--- src/include/gpio_pkg.sv ---
// constants, field layouts and carrier types for the gpio port block
// assumes an APB master with 32-bit data and byte addresses on 8 bits
// Notes on behaviour
// - every pin of the seven ports has a direction bit, one output, zero input
// - software writes direction bits one by one without touching neighbours
// - falling edge on port-6 cut input clears all port-6 direction bits
// - falling edge on port-4 cut input clears all port-4 direction bits
// - an output pin drives the port latch, and port writes update the latch
// - reading an output pin returns the latch, not the pin level
// - an input pin is undriven and reads back the level on the pin
// - writing an input pin updates only the latch; pin stays undriven
// - a peripheral output drives the pin whatever the direction bit holds
package gpio_pkg;

  localparam int unsigned PORT_NUM = 7;
  localparam int unsigned PORT_W   = 8;
  localparam int unsigned ADDR_W   = 8;

  // port slots 0..6 stand for ports 1, 2, 4, 5, 6, 7, 8
  localparam logic [2:0] PORT4_SLOT = 3'h2;
  localparam logic [2:0] PORT6_SLOT = 3'h4;

  // register layout: bits [6:4] pick the port slot, bits [3:2] the register
  localparam logic [1:0] REG_DATA    = 2'h0;
  localparam logic [1:0] REG_DIR     = 2'h1;
  localparam logic [1:0] REG_DIR_SET = 2'h2;
  localparam logic [1:0] REG_DIR_CLR = 2'h3;
  localparam logic [2:0] CUT_SLOT    = 3'h7;
  localparam logic [7:0] CUT_STATUS_ADDR = 8'h70;

  // cut status bit positions
  localparam int unsigned CUT_BIT_P4 = 0;
  localparam int unsigned CUT_BIT_P6 = 1;

  localparam logic [PORT_W-1:0] LATCH_RST = 8'h00;
  localparam logic [PORT_W-1:0] DIR_RST   = 8'h00;
  localparam logic [1:0]        CUT_RST   = 2'h0;
  localparam logic [31:0]       RDATA_RST = 32'h0000_0000;

  typedef struct packed {
    logic [PORT_W-1:0] dir;
    logic [PORT_W-1:0] lat;
  } port_ctl_s;

  typedef struct packed {
    logic [PORT_W-1:0] oe;
    logic [PORT_W-1:0] dout;
  } periph_drive_s;

endpackage : gpio_pkg

--- src/hw/gpio_cut_detect.sv ---
// synchroniser and falling-edge detector for one active-low cut pin
// assumes the pin is asynchronous to the clock; idles high after reset
`timescale 1ns/10ps
`default_nettype none
module gpio_cut_detect
  import gpio_pkg::*;
(
  input  wire logic clk_i,
  input  wire logic rst_i,
  input  wire logic cut_n_i,
  output logic      fall_o
);

  typedef struct packed {
    logic meta;
    logic sync;
    logic prev;
  } cut_state_s;

  cut_state_s st;
  cut_state_s next_st;

  always_comb
  begin
    next_st      = st;
    next_st.meta = cut_n_i;
    next_st.sync = st.meta;
    next_st.prev = st.sync;
  end

  // reset to high so a high pin gives no edge; a pin held low through reset still gives one edge once reset ends
  always_ff @(posedge clk_i)
  begin
    if (rst_i)
      st <= '{meta: 1'b1, sync: 1'b1, prev: 1'b1};
    else
      st <= next_st;
  end

  assign fall_o = st.prev & ~st.sync;

endmodule : gpio_cut_detect
`default_nettype wire

--- src/hw/gpio_pin_cell.sv ---
// pin driver and readback for one port
// assumes pin levels are asynchronous and peripheral drive is on this clock
`timescale 1ns/10ps
`default_nettype none
module gpio_pin_cell
  import gpio_pkg::*;
(
  input  wire logic              clk_i,
  input  wire logic              rst_i,
  input  wire port_ctl_s         ctl_i,
  input  wire periph_drive_s     periph_i,
  input  wire logic [PORT_W-1:0] pin_i,
  output logic      [PORT_W-1:0] pin_o,
  output logic      [PORT_W-1:0] pin_oe_o,
  output logic      [PORT_W-1:0] readback_o
);

  typedef struct packed {
    logic [PORT_W-1:0] meta;
    logic [PORT_W-1:0] level;
    logic [PORT_W-1:0] dout;
    logic [PORT_W-1:0] oe;
  } cell_state_s;

  cell_state_s st;
  cell_state_s next_st;

  always_comb
  begin
    next_st       = st;
    next_st.meta  = pin_i;
    next_st.level = st.meta;
    // peripheral drive takes the pin regardless of direction
    next_st.oe    = ctl_i.dir | periph_i.oe;
    next_st.dout  = (periph_i.oe & periph_i.dout) | (~periph_i.oe & ctl_i.lat);
  end

  always_ff @(posedge clk_i)
  begin
    if (rst_i)
      st <= '0;
    else
      st <= next_st;
  end

  assign pin_o      = st.dout;
  assign pin_oe_o   = st.oe;
  // latch for outputs keeps loaded pins from corrupting readback
  assign readback_o = (ctl_i.dir & ctl_i.lat) | (~ctl_i.dir & st.level);

endmodule : gpio_pin_cell
`default_nettype wire

--- src/hw/gpio_ports.sv ---
// seven programmable i/o ports with direction, latch and two cut inputs
// assumes an APB master on REF_CLK_I and pins asynchronous to it
`timescale 1ns/10ps
`default_nettype none
module gpio_ports
  import gpio_pkg::*;
(
  input  wire logic                             REF_CLK_I,
  input  wire logic                             SYS_RST_I,
  input  wire logic                             PSEL_I,
  input  wire logic                             PENABLE_I,
  input  wire logic                             PWRITE_I,
  input  wire logic [ADDR_W-1:0]                PADDR_I,
  input  wire logic [31:0]                      PWDATA_I,
  input  wire logic [3:0]                       PSTRB_I,
  output logic      [31:0]                      PRDATA_O,
  output logic                                  PREADY_O,
  output logic                                  PSLVERR_O,
  input  wire logic [PORT_NUM-1:0][PORT_W-1:0]  PIN_I,
  output logic      [PORT_NUM-1:0][PORT_W-1:0]  PIN_O,
  output logic      [PORT_NUM-1:0][PORT_W-1:0]  PIN_OE_O,
  input  wire logic [PORT_NUM-1:0][PORT_W-1:0]  PERIPH_OE_I,
  input  wire logic [PORT_NUM-1:0][PORT_W-1:0]  PERIPH_OUT_I,
  input  wire logic                             PORT4_OUTPUT_CUT_N_I,
  input  wire logic                             PORT6_OUTPUT_CUT_N_I
);

  typedef struct packed {
    logic [PORT_NUM-1:0][PORT_W-1:0] lat;
    logic [PORT_NUM-1:0][PORT_W-1:0] dir;
    logic [1:0]                      cut_seen;
    logic [31:0]                     prdata;
    logic                            pready;
    logic                            pslverr;
  } ports_state_s;

  ports_state_s st;
  ports_state_s next_st;

  logic                            port4_fall;
  logic                            port6_fall;
  logic [PORT_NUM-1:0][PORT_W-1:0] readback;

  // decode of the current address
  logic [2:0]        slot;
  logic [1:0]        reg_sel;
  logic              addr_ok;
  logic              is_cut_reg;
  logic              access;
  logic              wr_take;
  logic              lane0;
  logic [PORT_W-1:0] wbyte;

  gpio_cut_detect u_cut_p4
  (
    .clk_i   (REF_CLK_I),
    .rst_i   (SYS_RST_I),
    .cut_n_i (PORT4_OUTPUT_CUT_N_I),
    .fall_o  (port4_fall)
  );

  gpio_cut_detect u_cut_p6
  (
    .clk_i   (REF_CLK_I),
    .rst_i   (SYS_RST_I),
    .cut_n_i (PORT6_OUTPUT_CUT_N_I),
    .fall_o  (port6_fall)
  );

  genvar gp;
  generate
    for (gp = 0; gp < PORT_NUM; gp++)
    begin : g_port
      port_ctl_s     ctl;
      periph_drive_s drv;

      // one driver per carrier keeps each struct a single net source
      assign ctl = '{dir: st.dir[gp], lat: st.lat[gp]};
      assign drv = '{oe: PERIPH_OE_I[gp], dout: PERIPH_OUT_I[gp]};

      gpio_pin_cell u_cell
      (
        .clk_i      (REF_CLK_I),
        .rst_i      (SYS_RST_I),
        .ctl_i      (ctl),
        .periph_i   (drv),
        .pin_i      (PIN_I[gp]),
        .pin_o      (PIN_O[gp]),
        .pin_oe_o   (PIN_OE_O[gp]),
        .readback_o (readback[gp])
      );
    end
  endgenerate

  always_comb
  begin
    slot       = PADDR_I[6:4];
    reg_sel    = PADDR_I[3:2];
    is_cut_reg = (PADDR_I == CUT_STATUS_ADDR);
    // misaligned, high half and unused slot-7 words answer with an error
    addr_ok    = (PADDR_I[1:0] == 2'h0) && !PADDR_I[7]
                 && ((slot != CUT_SLOT) || is_cut_reg);
    access     = PSEL_I & PENABLE_I;
    // a write lands only on the edge where the answer is given
    wr_take    = access & PWRITE_I & st.pready & addr_ok;
    // only the low byte lane carries data; upper lanes are ignored
    lane0      = PSTRB_I[0];
    wbyte      = PWDATA_I[PORT_W-1:0];
  end

  always_comb
  begin
    next_st = st;

    // one wait state: the first access cycle prepares the answer
    next_st.pready = access & ~st.pready;

    if (access && !st.pready)
    begin
      next_st.pslverr = ~addr_ok;
      next_st.prdata  = RDATA_RST;
      if (addr_ok && !PWRITE_I)
      begin
        if (is_cut_reg)
          next_st.prdata = {30'h0, st.cut_seen};
        else
        begin
          unique case (reg_sel)
            REG_DATA:
              next_st.prdata = {24'h0, readback[slot]};
            REG_DIR, REG_DIR_SET, REG_DIR_CLR:
              next_st.prdata = {24'h0, st.dir[slot]};
          endcase
        end
      end
    end
    else if (!access)
    begin
      next_st.pslverr = 1'b0;
    end

    // software writes
    if (wr_take && lane0 && !is_cut_reg)
    begin
      unique case (reg_sel)
        REG_DATA:
          // latch updates in either direction; pin follows only when output
          next_st.lat[slot] = wbyte;
        REG_DIR:
          next_st.dir[slot] = wbyte;
        REG_DIR_SET:
          // set and clear aliases change single pins without read-modify-write
          next_st.dir[slot] = st.dir[slot] | wbyte;
        REG_DIR_CLR:
          next_st.dir[slot] = st.dir[slot] & ~wbyte;
      endcase
    end

    // cut status is write-one-to-clear
    if (wr_take && lane0 && is_cut_reg)
    begin
      next_st.cut_seen = st.cut_seen & ~PWDATA_I[1:0];
    end

    // cut edges win over a software write in the same cycle
    if (port4_fall)
    begin
      next_st.dir[PORT4_SLOT]      = '0;
      next_st.cut_seen[CUT_BIT_P4] = 1'b1;
    end
    if (port6_fall)
    begin
      next_st.dir[PORT6_SLOT]      = '0;
      next_st.cut_seen[CUT_BIT_P6] = 1'b1;
    end
  end

  always_ff @(posedge REF_CLK_I)
  begin
    if (SYS_RST_I)
    begin
      st.lat      <= {PORT_NUM{LATCH_RST}};
      st.dir      <= {PORT_NUM{DIR_RST}};
      st.cut_seen <= CUT_RST;
      st.prdata   <= RDATA_RST;
      st.pready   <= 1'b0;
      st.pslverr  <= 1'b0;
    end
    else
      st <= next_st;
  end

  assign PRDATA_O  = st.prdata;
  assign PREADY_O  = st.pready;
  assign PSLVERR_O = st.pslverr & st.pready;

endmodule : gpio_ports
`default_nettype wire

--- config.mk ---
export PLATFORM = sky130hd
export DESIGN_NAME = gpio_ports
export DESIGN_NICKNAME = d
export VERILOG_FILES = /design/src/include/gpio_pkg.sv /design/src/hw/gpio_cut_detect.sv /design/src/hw/gpio_pin_cell.sv /design/src/hw/gpio_ports.sv
export SDC_FILE = /design/constraint.sdc
export NUM_CORES = 1
export LEC_CHECK = 0
export BUFFER_PORTS_ARGS = -buffer_cell sky130_fd_sc_hd__buf_2
export CORE_ASPECT_RATIO = 2
export CORE_UTILIZATION = 53
export CTS_BUF_LIST = sky130_fd_sc_hd__clkbuf_16
export CTS_CLUSTER_DIAMETER = 80
export DETAILED_ROUTE_END_ITERATION = 16
export HOLD_SLACK_MARGIN = 0.03
export PLACE_DENSITY = 0.85
export SKIP_CTS_REPAIR_TIMING = 1
export SKIP_LAST_GASP = 1
export SYNTH_ARGS = -nofsm -noshare
export SYNTH_HDL_FRONTEND = slang
export SYNTH_SLANG_ARGS = --single-unit
--- constraint.sdc ---
create_clock -name REF_CLK_I -period 2.25 [get_ports REF_CLK_I]
set_input_delay 0 -clock REF_CLK_I [delete_from_list [all_inputs] [get_ports REF_CLK_I]]
set_output_delay 0 -clock REF_CLK_I [all_outputs]
set_load 0.02 [all_outputs]
==> results by group <==
Status
  • Run status: finished with violations
  • Violated checks: negative setup slack

GRT
  • Number of global-route vias before repair: 11900
  • Global-route wire length before repair: 70500 um
  • Antenna violations before repair: 2
  • Total congestion overflow after global routing: 0
  • Gr usage total: 34.0%
  • Pin count of the biggest net entering global routing: 119

Timing
  • Actual transition at the worst max-transition pin: 0.874 ns
  • Setup Skew: 0.0153 ns
  • Total Negative Setup Slacks: -0.0404 ns
  • Highest attainable clock frequency: 438 MHz
  • Final clock period utilization by the worst path: 101%
  • Slew margin rel.: 40.1%
  • Finish-stage setup viols: 2
  • Total count of max-transition violations in the final report: 0
  • Final worst slack: -0.0331 ns
  • Final Hold Vio Count: 0
  • Post-layout min period: 2.28 ns
  • Minimum hold slack: 0.0194 ns

Floorplan
  • Die ar.: 28000 um^2
  • CORE AREA: 26900 um^2
  • Effective utilization at floorplan: 53.8%
  • Number of rows in the core area: 85
  • Horizontal die dimension: 119 um
  • I/O pin total: 365
  • Vertical die dimension: 236 um

Clocking
  • Clock sink total: 354
  • Number of buffers created by CTS: 30
  • Clk_lat worst skew: 0.57 ns
  • CTS Buffer Depth: 3
  • H-tree Lvls: 1
  • Cell chosen for the clock root: sky130_fd_sc_hd__clkbuf_16
  • CTS tree: done
  • Register clock-pin slew on the reported worst setup and hold paths: 0.07 ns

Setup path
  • Arrival time of data at the critical path endpoint: 2.75 ns
  • Critical register-to-register path startpoint: g_port[6].ctl[14]$_SDFFE_PP0P_
  • Crit start category: flip-flop
  • Top fanout value on the critical path: 5
  • Required arrival time at the worst endpoint: 2.72 ns
  • Capture instance of the worst register-to-register path: PRDATA_O[6]$_SDFFE_PP0P_
  • Flop2flop setup slack: -0.03 ns
  • Cell count of the worst reg-to-reg path: 4
  • Worst Setup Path Type: flip-flop to flip-flop
  • CP Capture Type: flip-flop

Routing
  • Met2 layer wire length in the routed design: 28600 um
  • Sum of met3 wire segment lengths after detailed routing: 4970 um
  • Overall routed net length: 58400 um
  • First-pass DRT Iterations: 6
  • Routed Antenna Nets: 0
  • Initial DRC count: 1386
  • Highest layer used for signal routing: met5
  • Total via count after detailed routing: 13900
  • WL/cell: 24.5 um
  • Met1 routed wirelength after detailed routing: 18400 um
  • Detailed-route DRC error count: 0
  • Vias per cell: 5.83

Place
  • Global placer's final weighted congestion: 1.00
  • # placed instances: 2080
  • Half-perimeter wire length after detailed placement: 35800 um
  • Buffers added on ports: 313

Power and ir drop
  • Total power density per cell area: 696 nW/um^2
  • Total power of the final layout: 13.5 mW
  • Leak pwr: 8.60 nW
  • VDD IR max: 0.717 mV

Synth
  • Post-synth EDFFs: 0
  • Synthesis warning total: 0
  • Post-synth ARST share: 0%
  • Cell count after synthesis: 1527
  • Syn_area_per_cell: 9.47 um^2
  • Register area share after synthesis: 49.0%
  • Count of unique library cells instantiated by Yosys: 60
  • Cell Area, Synth: 14500 um^2
  • Primary flip-flop cell chosen by synthesis mapping: sky130_fd_sc_hd__dfxtp_1
  • Number of storage elements in the synthesis netlist: 354

Hold path
  • Hold-critical path endpoint: g_port[1].ctl[13]$_SDFFE_PP0P_
  • Launch instance of the worst min-delay path: PADDR_I[2]
  • Hold/Removal Path Class: primary input to flip-flop
  • Worst Hold Path Cells: 4

Final layout
  • Layout cell share with drive strength beyond 1: 24.4%
  • Net total in the final layout: 2225
  • Final standard cell count with taps included and fillers excluded: 2379
  • Most common cell after layout, fill and taps aside: sky130_fd_sc_hd__dfxtp_1
  • Fillers: 1754
  • Most used cells in the layout excluding fill and tap cells: sky130_fd_sc_hd__dfxtp_1 (353), sky130_fd_sc_hd__buf_2 (312), sky130_fd_sc_hd__nor2_1 (293)
  • P&R area growth vs syn: 34.0%
  • Finished Core Util: 72.0%

Flow run
  • Number of max-capacitance violations reported: 0
-- Yosys cell counts, types with 6 or more instances --
library cell / count / area share, %
sky130_fd_sc_hd__a31oi_1: 9 / 0.39
sky130_fd_sc_hd__nor2b_1: 113 / 4.9
sky130_fd_sc_hd__a21oi_1: 41 / 1.4
sky130_fd_sc_hd__o221a_2: 8 / 0.62
sky130_fd_sc_hd__o221ai_1: 9 / 0.55
sky130_fd_sc_hd__inv_1: 15 / 0.39
sky130_fd_sc_hd__mux2_2: 6 / 0.47
sky130_fd_sc_hd__nor3_1: 17 / 0.59
sky130_fd_sc_hd__clkbuf_1: 62 / 1.6
sky130_fd_sc_hd__dfxtp_1: 354 / 49
sky130_fd_sc_hd__o21ai_0: 46 / 1.6
sky130_fd_sc_hd__or2_2: 6 / 0.26
sky130_fd_sc_hd__buf_1: 10 / 0.26
sky130_fd_sc_hd__nand2_1: 35 / 0.91
sky130_fd_sc_hd__nand2b_1: 10 / 0.43
sky130_fd_sc_hd__a211oi_1: 21 / 1.1
sky130_fd_sc_hd__o22ai_1: 29 / 1.3
sky130_fd_sc_hd__nand3_1: 9 / 0.31
sky130_fd_sc_hd__buf_4: 144 / 7.5
sky130_fd_sc_hd__mux2i_1: 186 / 13
sky130_fd_sc_hd__buf_2: 7 / 0.24
sky130_fd_sc_hd__nor2_1: 294 / 7.6
-- how the worst max path moves through the flow --
stage	from	to	cells past startpoint
2_1_floorplan	PREADY_O$_SDFF_PP0_	g_port[6].ctl[8]$_SDFFE_PP0P_	7
3_3_place_gp	PADDR_I[7]	g_port[5].ctl[3]$_SDFFE_PP0P_	7
3_5_place_dp	PADDR_I[7]	g_port[6].ctl[3]$_SDFFE_PP0P_	7
4_1_cts	PREADY_O$_SDFF_PP0_	g_port[6].ctl[3]$_SDFFE_PP0P_	6
5_1_grt	g_port[6].ctl[14]$_SDFFE_PP0P_	PRDATA_O[6]$_SDFFE_PP0P_	4
6_report	g_port[6].ctl[14]$_SDFFE_PP0P_	PRDATA_O[6]$_SDFFE_PP0P_	4
-- power by group --
part	switching (mW)	leakage [nW]	total (mW)	internal, mW
logic	0.922	5.21	1.65	0.731
registers	0.0693	2.90	6.53	6.46
clock network	2.46	0.483	5.31	2.85
total	3.45	8.60	13.5	10.0
-- cells by family after synthesis --
kind of cell              synth area share [%]
other                                   0.0259
AOI/OAI and AO/OA                         9.72
xor gates and xnor gates                 0.121
buffers and inverters                     10.1
and+or+nand+nor                           17.7
muxes                                     13.3
DFF                                       49.0
-- worst max-delay path, cell delays in order, from the launching register on --
cell and delay, ns:
sky130_fd_sc_hd__dfxtp_1 0.52, sky130_fd_sc_hd__mux2i_1 0.78, sky130_fd_sc_hd__o22ai_1 0.17, sky130_fd_sc_hd__or4_1 0.53, sky130_fd_sc_hd__a22o_1 0.19
-- metal layers --
layer | vias up | GRT usage (%)
met5 | - | 0
met4 | 2 | 28.2
met3 | 391 | 4.80
met2 | 971 | 59.6
met1 | 6512 | 35.8
li1 | 5984 | -
-- through the flow --
stage | cell area, um^2 | worst slack (ns)
global placement | 16000 | 0.0673
CTS | 17000 | 0.0455
global route | 19400 | -0.117
floorplan | 14500 | 0.146
detailed placement | 16000 | 0.0228
finish | 19400 | -0.0331
-- flip-flops by register name (all words and copies together) (netlist names) --
name / flops
PRDATA_O: 8
PREADY_O: 1
g_port.ctl: 112
g_port.u_cell.next_st: 56
g_port.u_cell.pin_o: 56
g_port.u_cell.pin_oe_o: 56
g_port.u_cell.st: 56
st: 3
u_cut_p4.next_st: 2
u_cut_p4.st: 1
u_cut_p6.next_st: 2
u_cut_p6.st: 1
-- final cells by class --
type / count / area [um^2] / area share, %
clock buffers: 31 / 776 / 4.00
repair buffers: 648 / 4810 / 24.8
diodes: 1 / 2.50 / 0.0129
clock inverters: 25 / 205 / 1.06
multi-input cells: 954 / 6000 / 30.9
well taps: 348 / 435 / 2.25
inverters: 18 / 67.6 / 0.349
flip-flops and latches: 354 / 7090 / 36.6
No activity file was read; power rests on OpenSTA's default activity.
